===== src/pkg/mask_blank_defs.svh =====
// offsets, field positions, reset values and source codes of the mask blanking block
`ifndef MASK_BLANK_DEFS_SVH
`define MASK_BLANK_DEFS_SVH

`define MB_ADDR_W        12
`define MB_OFS_SRC       12'h000
`define MB_OFS_CON       12'h004
`define MB_OFS_STAT      12'h008

`define MB_SRC_RESET     16'h0000
`define MB_CON_RESET     16'h0000

`define MB_SEL_A_MSB     3
`define MB_SEL_A_LSB     0

`define MB_EN_B_TRUE     3
`define MB_EN_B_INV      2
`define MB_EN_A_TRUE     1
`define MB_EN_A_INV      0

`define MB_ST_SEL_RSV    0
`define MB_ST_MASK_B     1
`define MB_ST_MASK_A     2
`define MB_ST_AND_OUT    3

`define MB_CODE_P1L      4'h0
`define MB_CODE_P1H      4'h1
`define MB_CODE_P2L      4'h2
`define MB_CODE_P2H      4'h3
`define MB_CODE_P3L      4'h4
`define MB_CODE_P3H      4'h5
`define MB_CODE_FAULT2   4'he
`define MB_CODE_FAULT4   4'hf

`endif


===== src/pkg/mask_blank_pkg.sv =====
// types shared by the mask blanking block
package mask_blank_pkg;

    typedef logic [15:0] reg16_t;

    typedef logic [3:0] sel_code_t;

    typedef struct packed {
        logic b_true;
        logic b_inv;
        logic a_true;
        logic a_inv;
    } gate_en_t;

endpackage : mask_blank_pkg


===== src/pkg/mask_gate_if.sv =====
// carrier between the register side and the and gate
`timescale 1ns/100ps
`default_nettype none

interface mask_gate_if;
    logic                     mask_a;
    logic                     mask_b;
    mask_blank_pkg::gate_en_t en;
    logic                     and_raw;

    modport ctrl (output mask_a, output mask_b, output en, input and_raw);
    modport gate (input mask_a, input mask_b, input en, output and_raw);
endinterface : mask_gate_if

`default_nettype wire


===== src/rtl/mask_and_gate.sv =====
// and gate fed by the enabled true and inverted mask inputs
`timescale 1ns/100ps
`default_nettype none

module mask_and_gate (
    mask_gate_if.gate g
);
    // a disabled input reads as one so it never pulls the product low
    function automatic logic gate_term(input logic en, input logic val);
        gate_term = ~en | val;
    endfunction : gate_term

    wire term_b_true = gate_term(g.en.b_true, g.mask_b);
    wire term_b_inv  = gate_term(g.en.b_inv, ~g.mask_b);
    wire term_a_true = gate_term(g.en.a_true, g.mask_a);
    wire term_a_inv  = gate_term(g.en.a_inv, ~g.mask_a);

    assign g.and_raw = term_b_true & term_b_inv & term_a_true & term_a_inv;
endmodule : mask_and_gate

`default_nettype wire


===== src/rtl/mask_blank_top.sv =====
// comparator mask source select and and-gate blanking with apb registers
//
// Our own choices: the register addresses and the APB register port.
`timescale 1ns/100ps
`default_nettype none
`include "mask_blank_defs.svh"

module mask_blank_top (
    input  wire logic                   pclk,
    input  wire logic                   presetn,
    input  wire logic                   psel,
    input  wire logic                   penable,
    input  wire logic                   pwrite,
    input  wire logic [`MB_ADDR_W-1:0]  paddr,
    input  wire logic [31:0]            pwdata,
    output var  logic [31:0]            prdata,
    output logic                        pready,
    output logic                        pslverr,
    input  wire logic                   pwm_ch1_low,
    input  wire logic                   pwm_ch1_high,
    input  wire logic                   pwm_ch2_low,
    input  wire logic                   pwm_ch2_high,
    input  wire logic                   pwm_ch3_low,
    input  wire logic                   pwm_ch3_high,
    input  wire logic                   fault_in_two,
    input  wire logic                   fault_in_four,
    input  wire logic                   mask_input_b,
    output var  logic                   mask_input_a,
    output var  logic                   and_gate_out
);

    mask_blank_pkg::reg16_t    mask_source_select;
    mask_blank_pkg::reg16_t    mask_gating_control;
    mask_blank_pkg::sel_code_t mask_a_source_sel;
    mask_blank_pkg::gate_en_t  gate_en;

    logic        setup_phase;
    logic        access_phase;
    logic        hit_src;
    logic        hit_con;
    logic        hit_stat;
    logic        addr_hit;
    logic        wr_src;
    logic        wr_con;
    logic        next_mask_a;
    logic        src_reserved;
    logic [15:0] stat_word;
    logic [31:0] next_prdata;

    mask_gate_if gif ();

    // apb decode
    assign setup_phase  = psel & ~penable;
    assign access_phase = psel & penable;
    assign hit_src      = (paddr == `MB_OFS_SRC);
    assign hit_con      = (paddr == `MB_OFS_CON);
    assign hit_stat     = (paddr == `MB_OFS_STAT);
    assign addr_hit     = hit_src | hit_con | hit_stat;
    assign wr_src       = access_phase & pwrite & hit_src;
    assign wr_con       = access_phase & pwrite & hit_con;

    // zero wait states: read data is latched in the setup cycle
    assign pready  = access_phase;
    assign pslverr = access_phase & ~addr_hit;

    // selector and enables
    assign mask_a_source_sel = mask_source_select[`MB_SEL_A_MSB:`MB_SEL_A_LSB];
    assign gate_en.b_true    = mask_gating_control[`MB_EN_B_TRUE];
    assign gate_en.b_inv     = mask_gating_control[`MB_EN_B_INV];
    assign gate_en.a_true    = mask_gating_control[`MB_EN_A_TRUE];
    assign gate_en.a_inv     = mask_gating_control[`MB_EN_A_INV];

    // mask a source mux
    assign next_mask_a =
        (mask_a_source_sel == `MB_CODE_P1L)  ? pwm_ch1_low   :
        (mask_a_source_sel == `MB_CODE_P1H)  ? pwm_ch1_high  :
        (mask_a_source_sel == `MB_CODE_P2L)  ? pwm_ch2_low   :
        (mask_a_source_sel == `MB_CODE_P2H)  ? pwm_ch2_high  :
        (mask_a_source_sel == `MB_CODE_P3L)  ? pwm_ch3_low   :
        (mask_a_source_sel == `MB_CODE_P3H)  ? pwm_ch3_high  :
        (mask_a_source_sel == `MB_CODE_FAULT2) ? fault_in_two  :
        (mask_a_source_sel == `MB_CODE_FAULT4) ? fault_in_four :
        1'b0;

    // reserved codes are flagged so software can spot a bad setting
    assign src_reserved = (mask_a_source_sel > `MB_CODE_P3H) &
                          (mask_a_source_sel < `MB_CODE_FAULT2);

    // the gate sees the same mask a that the output register will show
    assign gif.mask_a = next_mask_a;
    assign gif.mask_b = mask_input_b;
    assign gif.en     = gate_en;

    mask_and_gate u_gate (
        .g (gif.gate)
    );

    // status word
    always_comb begin
        stat_word                 = 16'h0000;
        stat_word[`MB_ST_SEL_RSV] = src_reserved;
        stat_word[`MB_ST_MASK_B]  = mask_input_b;
        stat_word[`MB_ST_MASK_A]  = mask_input_a;
        stat_word[`MB_ST_AND_OUT] = and_gate_out;
    end

    assign next_prdata =
        hit_src  ? {16'h0000, mask_source_select}  :
        hit_con  ? {16'h0000, mask_gating_control} :
        hit_stat ? {16'h0000, stat_word}           :
        32'h0000_0000;

    // registers
    always_ff @(posedge pclk or negedge presetn) begin
        if (!presetn) begin
            mask_source_select <= `MB_SRC_RESET;
        end else if (wr_src) begin
            mask_source_select <= pwdata[15:0];
        end
    end

    always_ff @(posedge pclk or negedge presetn) begin
        if (!presetn) begin
            mask_gating_control <= `MB_CON_RESET;
        end else if (wr_con) begin
            mask_gating_control <= pwdata[15:0];
        end
    end

    always_ff @(posedge pclk or negedge presetn) begin
        if (!presetn) begin
            prdata <= 32'h0000_0000;
        end else if (setup_phase & ~pwrite) begin
            prdata <= next_prdata;
        end
    end

    // outputs registered: one pclk of latency from input to pin
    always_ff @(posedge pclk or negedge presetn) begin
        if (!presetn) begin
            mask_input_a <= 1'b0;
            and_gate_out <= 1'b0;
        end else begin
            mask_input_a <= next_mask_a;
            and_gate_out <= gif.and_raw;
        end
    end
endmodule : mask_blank_top

`default_nettype wire


===== config.mk =====
export PLATFORM = sky130hd
export DESIGN_NAME = mask_blank_top
export DESIGN_NICKNAME = d
export VERILOG_FILES = /design/src/pkg/mask_blank_pkg.sv /design/src/pkg/mask_gate_if.sv /design/src/rtl/mask_and_gate.sv /design/src/rtl/mask_blank_top.sv
export VERILOG_INCLUDE_DIRS = /design/src /design/src/pkg
export SDC_FILE = /design/constraint.sdc
export NUM_CORES = 1
export LEC_CHECK = 0
export ABC_AREA = 1
export BUFFER_PORTS_ARGS = -buffer_cell sky130_fd_sc_hd__buf_2
export CORE_MARGIN = 1
export CORE_UTILIZATION = 50
export CTS_CLUSTER_SIZE = 25
export DETAILED_ROUTE_END_ITERATION = 12
export GPL_TIMING_DRIVEN = 0
export PLACE_DENSITY_LB_ADDON = 0.2
export RECOVER_POWER = 50
export SYNTH_ARGS = -nofsm -noshare
export SYNTH_HDL_FRONTEND = slang
export SYNTH_SLANG_ARGS = --single-unit
export TNS_END_PERCENT = 20

===== constraint.sdc =====
create_clock -name pclk -period 1.7 [get_ports pclk]
set_input_delay 0 -clock pclk [delete_from_list [all_inputs] [get_ports pclk]]
set_output_delay 0 -clock pclk [all_outputs]
set_load 0.05 [all_outputs]

== After elaboration in Yosys (flattened, before gate mapping) ==
Cells that the tools add are included.

* Output and inout port bits: 36
* RAM bits: 0
* Memories kept: 0
* Flip-flop bits (word level): 66
* Word-level logic and storage cells: 55
* Bits in latches: 0
* Bits in read-only memories: 0

* Eq/ne operators: 9
* Div/mod/pow operators: 0
* Bitwise gates (word level): 26
* Reduce and logical (&&, ||, !) cells: 2
* $add $sub $neg: 0
* Shift operators: 0
* Muxes and demuxes: 11
* $lt $le $gt $ge: 2
* $mul: 0

{| class="wikitable"
|+ Operator list
! cell !! count
|-
| 16-bit 2-to-1 mux || 2
|-
| 12-bit by 3-bit equality test with 1-bit output (second input constant) || 1
|-
| 12-bit by 4-bit equality test with 1-bit output (second input constant) || 1
|-
| 12-bit zero test || 1
|-
| 1-bit bitwise AND || 11
|-
| 1-bit inverter || 9
|-
| 4-bit by 2-bit equality test with 1-bit output (second input constant) || 2
|-
| 4-bit by 3-bit equality test with 1-bit output (second input constant) || 2
|-
| 4-bit equality test (second input constant) || 2
|-
| 1-bit 2-to-1 mux || 8
|-
| 1-bit bitwise OR || 6
|-
| 4-bit by 1-bit equality test with 1-bit output (second input constant) || 1
|-
| 4-bit by 3-bit greater-than comparator with 1-bit output (second input constant) || 1
|-
| 4-bit zero test || 1
|-
| 4-bit less-than comparator (second input constant) || 1
|-
| 4-bit 2-to-1 mux || 1
|}

== Depth between registers and ports, before layout ==
Gate-level depths: netlist (run 1).

* Depth in word-level cells: 12
* Depth in mapped cells: 8

== Cells and area by module ==
A second synthesis (run 1) with hierarchy kept.

* Cells, all modules: 330
* Area, all modules: 2801.4 um^2

{| class="wikitable"
|+ Modules (own cells, without submodules)
! module !! area an instance (um^2) !! times used !! cells an instance
|-
| mask_blank_top || 2765.2 || 1 || 321
|-
| mask_and_gate || 36.3 || 1 || 9
|}

== Worst setup path before layout (run 1) ==
Ideal clock, no wire load.

* Path kind: input-to-output
* From: input paddr[11]
* To: output pslverr
* Path slack: 435 ps
* Cell stages on the path: 7
* Buffers on the path: 1
* Arrival: 1265 ps
* Path through: nor2_1 -> nand2_1 -> inv_1 -> nand3b_1 -> buf_2 -> nand3_1 -> nor2_1

* Word-level cells in the longest chain between the ends: 5
* Elaborated cells on any way between the ends: 7
* Classes of those cells: 2 x eq/ne; 4 x bitwise; 1 x reduce/logical

{| class="wikitable"
|+ RTL lines
! element !! RTL line !! source
|-
| start, declared || mask_blank_top.sv:14 || <nowiki>input wire logic [`MB_ADDR_W-1:0] paddr,</nowiki>
|-
| 12-bit by 3-bit equality test with 1-bit output (no source line) or 12-bit zero test (tied branches) || -- ||
|-
| 1-bit bitwise OR || mask_blank_top.sv:58 || <nowiki>assign addr_hit = hit_src | hit_con | hit_stat;</nowiki>
|-
| 1-bit bitwise OR (*) || mask_blank_top.sv:58 ||
|-
| 1-bit inverter (*) || mask_blank_top.sv:64 || <nowiki>assign pslverr = access_phase & ~addr_hit;</nowiki>
|-
| 1-bit bitwise AND (*) || mask_blank_top.sv:64 ||
|-
| end, declared || mask_blank_top.sv:18 || <nowiki>output logic pslverr,</nowiki>
|}

Mark *: on every way between the ends. The rest lies on a longest branch, timed or not.

== Worst setup path in the final report (run 1) ==
* From: input paddr[7]
* To: output pslverr

Same word-level chain as after synthesis.

==> results of run 1 <==
==> cell type report <==
cell class | count | area, sq um | area share (%)
clock buffer | 5 | 68.82 | 2.095
inverter | 43 | 161.4 | 4.914
buffer | 30 | 178.9 | 5.448
sequential | 50 | 1251 | 38.10
clock inverter | 3 | 28.78 | 0.8762
multi-input combinational | 239 | 1050 | 31.96
timing repair buffer | 79 | 461.7 | 14.06
tap | 67 | 83.83 | 2.552
==> state kept, by name (all words and copies together) (netlist names) <==
register,flops
mask_gating_control,16
mask_source_select,16
prdata,16
and_gate_out,1
mask_input_a,1
==> per-layer routing <==
layer / GRT usage [%] / wire length [um] / vias to the layer above
li1: - / - / 1253
met1: 30.39 / 2771 / 1042
met2: 35.25 / 2451 / 88
met3: 4.607 / 362 / 9
met4: 7.338 / 66 / 0
met5: 0 / 0 / -
==> per-stage QoR <==
| stage | util (%) | total power, uW | cells |
|---|---|---|---|
| after floorplan | - | 1452 | 362 |
| after global placement | 62.64 | 1550 | 490 |
| after detailed placement | 62.64 | 1554 | 490 |
| after CTS | 68.33 | 2324 | 516 |
| after global routing | 67.31 | 2383 | 516 |
| final | 67.31 | 2298 | 516 |
==> cells by family after synthesis <==
kind of cell           after synthesis
AO/OA/AOI/OAI                       45
buffers and inverters               73
flip-flops                          50
multiplexers                         1
other                                1
AND/OR/NAND/NOR                    177
==> cells in the mapped netlist (all sizes together) <==
| cell | n |
|---|---|
| o21a | 1 |
| nor3 | 1 |
| inv | 43 |
| o21ai | 30 |
| mux2i | 1 |
| dfrtp | 50 |
| nand3b | 3 |
| clkbuf | 1 |
| nor2 | 36 |
| nand2 | 102 |
| conb | 1 |
| a21oi | 14 |
| or2 | 3 |
| nand3 | 32 |
| buf | 29 |
==> worst register-to-register path, cell delays in order (launching register included) <==
cell and delay (ns):
dfrtp_1 0.46, inv_1 0.14, nand2_1 0.09, nand3_1 0.07
nand2_1 0.07, nand2_1 0.08, a21oi_1 0.17, nor2_1 0.07
==> what timing repair did <==
action,CTS,global route
hold buffers,18,0
hold endpoints to repair,83,0
gates resized for setup,0,0
==> where the power goes <==
group,leakage [uW],internal [uW],total [uW],switching [uW]
clock,0.0000506,308,741,433
sequential,0.000604,1200,1210,5.24
combinational,0.00121,120,351,231
==> worst paths after layout <==
kind / cells after the start / end / from
worst max-delay path: 9 / pslverr / paddr[7]
worst min-delay path: 5 / prdata[15] / pwrite
worst max register to register: 7 / and_gate_out / mask_source_select[0]
worst min register to register: 2 / prdata[15] / prdata[15]
max in group asynchronous: 2 / mask_gating_control[11] / presetn
min in group asynchronous: 2 / prdata[10] / presetn
==> results.cfg, run 1 <==
[cts]
clock_latency_ns = 0.31
cts_sinks = 50
cts-root-buf = clkbuf_8
clkTransAtPathRegs_ns = 0.10
clock_path_buffers = 2
cts_tree = done
post_cts_buffers = 0
cts_buffers = 5
htreeDepth = 2

[sta]
tns_ns = 0
skew_ns = 0.01347
hold_ws_ns = 0.06180
rsz0062_at_grt = false
fmax_ghz = 0.7264
tightestPinTransition_ns = 1.079
finalSetupViolations = 0
hold_viol_final = 0
drv_slew = 0
period_share_pct = 80.97
finalWorstSetupSlack_ns = 0.3234
slew_headroom_pct = 28.03
period_minus_slack_ns = 1.377

[setup_path]
crit_family = buffers and inverters
crit_fanout = 10
worst-setup-path-type = in -> out
cp.arrival_ns = 1.38
cp-start-kind = input pin
worst-path-buf-inv = 3
path_cells = buf_2, nor2_1, nand2_1, nor2_4, nand2_1, clkbuf_1, nand3_1, nor2_1, buf_2
r2r_slack_ns = 0.47
max_stage_delay_ns = 0.37
required_ns = 1.70
slowest_stage = clkbuf_1
endpoint_kind = primary output

[layout]
fill_cells = 452
layout_common_cells = nand2_1 (100), dfrtp_1 (50), buf_2 (47), inv_1 (39), nor2_1 (33)
diodes = 0
layout.nets = 506
mostFrequentLayoutCell = nand2_1
syn_to_final_growth_pct = 25.78
drive_gt1_share_pct = 18.49
stdcell_area_sq_mm = 0.003284

[status]
status = complete, no violations

[floorplan]
fp-row-count = 25
ios = 94
fp.dieArea_sq_mm = 0.005515
die_y_um = 74.27
die_w_um = 74.27
core_area_sq_mm = 0.004880
initial_core_util_pct = 53.51

[hold_path]
hp-class = in -> reg

[placed_design]
dp_slack_ns = 0.4647
portBuffers = 61
gp_congestion = 0.8176
place_area_sq_mm = 0.003057
hpwl_um = 4123

[power_and_ir_drop]
power_density_mw_per_mm2 = 699.7
ir_worst_vdd_mv = 0.4989
p_leak_uw = 0.001865

[synthesis]
synth-seq-cells = 50
synth_compound_area_share_pct = 8.721
synth_area_per_cell_sq_um = 7.525
synth_area_sq_mm = 0.002611
synth_area_leader_cell = dfrtp_1
synthSimpleGateAreaFrac_pct = 29.18
synth_top_family_by_area = simple AND/OR/NAND/NOR gates
postSynthCellCount = 347
synth.area.mux_share_pct = 0.3833
synth_cell_types = 23
ys_seq_area_share_pct = 47.92
ys_warn_count = 0
synthXorXnorAreaFrac_pct = 0
synthAdderAreaFrac_pct = 0
yosys-top-cells-area = dfrtp_1 (48%), nand2_1 (14%), nand3_1 (5.9%), inv_1 (5.6%), buf_4 (5.5%)
synth.top_cell.area_share_pct = 47.92

[global_routing]
grt.overflow.total = 0
grt_max_degree = 51
track_usage_pct = 22.12
grt_pass1_vias = 2161
grt_pass1_wl_um = 9225
antenna_found_initial = 0

[detailed_routing]
ant_nets = 0
drtIter0Drc = 117
totalWireLength_um = 5652
drt_drc_violations_left = 0
vias = 2392
drt-vias-per-instance = 4.636
wl_per_cell_um = 10.95
drt-pass1-iter-count = 5

[flow_run]
cap_violations = 0
Power figures use the tool's default switching activity.
==> run 2, diff against run 1 <==
==> constraint.sdc (replaced) <==
create_clock -name pclk -period 1.3 [get_ports pclk]
set_input_delay 0 -clock pclk [delete_from_list [all_inputs] [get_ports pclk]]
set_output_delay 0 -clock pclk [all_outputs]
set_load 0.05 [all_outputs]
==> results.cfg, run 2 (synthesis gave the netlist of run 1 again) <==
[hold_path]
hp-class = in -> reg

[sta]
rsz0062_at_grt = true
fmax_ghz = 0.8232
period_share_pct = 93.44
skew_ns = 0.01234
tns_ns = 0
slew_headroom_pct = 55.97
drv_slew = 0
hold_viol_final = 0
tightestPinTransition_ns = 0.6604
finalSetupViolations = 0
hold_ws_ns = 0.05901
period_minus_slack_ns = 1.215

[cts]
clkTransAtPathRegs_ns = 0.10
cts_tree = done
clock_path_buffers = 2
htreeDepth = 2
cts-root-buf = clkbuf_8
cts_buffers = 5
clock_latency_ns = 0.31
cts_sinks = 50

[power_and_ir_drop]
switching_share_pct = 29.14
internal_power_uw = 2136
power_density_mw_per_mm2 = 902.7
p_clk_share_pct = 32.2
p_leak_uw = 0.001956
ir_worst_vdd_mv = 0.6560
seqPwrFrac_pct = 52.3
power.switching_uw = 878.6
power_frac_comb_pct = 15.4

[placed_design]
portBuffers = 61
gp_congestion = 0.8176
dp.cells = 490
hpwl_um = 4123

[setup_path]
endpoint_kind = primary output
slowest_stage = buf_2
cp.arrival_ns = 1.21
worst-path-buf-inv = 4
crit_family = simple AND/OR/NAND/NOR gates
cp-start-kind = input pin
worst-setup-path-type = in -> out
crit_fanout = 10
max_stage_delay_ns = 0.24
path_cells = buf_2, inv_2, nand2_2, nor2_4, nand3b_1, buf_2, nand3_1, nor2_1, clkbuf_4
crit_top_cell = buf_2
required_ns = 1.30

[detailed_routing]
drt_drc_violations_left = 0
totalWireLength_um = 5644
vias = 2383
drt-pass1-iter-count = 4
wl_per_cell_um = 10.92
drt-vias-per-instance = 4.609
drtIter0Drc = 124
ant_nets = 0

[floorplan]
initial_core_util_pct = 53.51
die_y_um = 74.27
fp.dieArea_sq_mm = 0.005515
ios = 94
core_area_sq_mm = 0.004880
die_w_um = 74.27
fp-row-count = 25

[layout]
diodes = 0
drive_gt1_share_pct = 24.89
final_util_pct = 68.44
stdcell_count = 517
layout_common_cells = nand2_1 (99), buf_2 (67), dfrtp_1 (49), inv_1 (38), nor2_1 (32)
fill_cells = 430
syn_to_final_growth_pct = 27.89
multi_input_comb_area_sq_mm = 0.001060
reg_top3 = mask_gating_control x16, mask_source_select x16, prdata x16
layout.nets = 507
seqCellArea_sq_mm = 0.001252
mostFrequentLayoutCell = nand2_1

[global_routing]
grt_pass1_vias = 2161
antenna_found_initial = 0
track_usage_pct = 22.12
grt_pass1_wl_um = 9225
grt_max_degree = 51
grt.overflow.total = 0

[flow_run]
cap_violations = 0

[status]
status = complete, no violations
[run 2: per-layer routing]
layer	vias up	wire, um	global-route usage (%)
li1	1251	-	-
met1	1052	2792	30.39
met2	71	2458	35.25
met3	9	326	4.607
met4	0	66	7.338
met5	-	0	0
[run 2: per-stage QoR]
step,setup WS (ns),total power (uW),instance area [sq um]
detailed placement,0.06475,2033,3057
global route,-0.06206,3124,3339
CTS,0.05971,3039,3334
floorplan,0.03513,1898,2668
finish,0.08523,3015,3339
global placement,0.07928,2027,3057
[run 2: tightest hold or removal path: cells and delay by family]
kind	cells	cell delay (ns)
buf+inv	2	0.18
simple gates	3	0.16
[run 2: worst paths after layout]
path / cells after the start / slack [ns] / startpoint / to
min in group asynchronous: 2 / 0.27 / presetn / prdata[12]
max reg2reg: 6 / 0.15 / mask_source_select[1] / and_gate_out
max: 9 / 0.09 / paddr[0] / pslverr
min reg2reg: 2 / 0.48 / prdata[15] / prdata[15]
min: 5 / 0.06 / pwrite / prdata[15]
max in group asynchronous: 2 / 0.54 / presetn / mask_source_select[0]
[run 2: layout make-up]
cell class | instances | area share [%]
clock buffer | 5 | 2.061
timing repair buffer | 80 | 14.87
buffer | 30 | 5.620
sequential | 50 | 37.50
tap | 67 | 2.510
multi-input combinational | 239 | 31.73
clock inverter | 3 | 0.8617
inverter | 43 | 4.833
[run 2: timing repair]
item                       4_1_cts  5_1_grt
setup endpoints to repair        0       34
hold buffers                    18        0
setup buffers                    0        1
gates resized for setup          0        4
hold endpoints to repair        83        0
[run 2: power groups by stage]
stage               registers, uW  clock network (uW)  logic, uW
floorplan                    1660                   0        236
global placement             1610                   0        419
detailed placement           1610                   0        425
CTS                          1580                 996        467
global route                 1580                1030        510
finish                       1580                 972        466
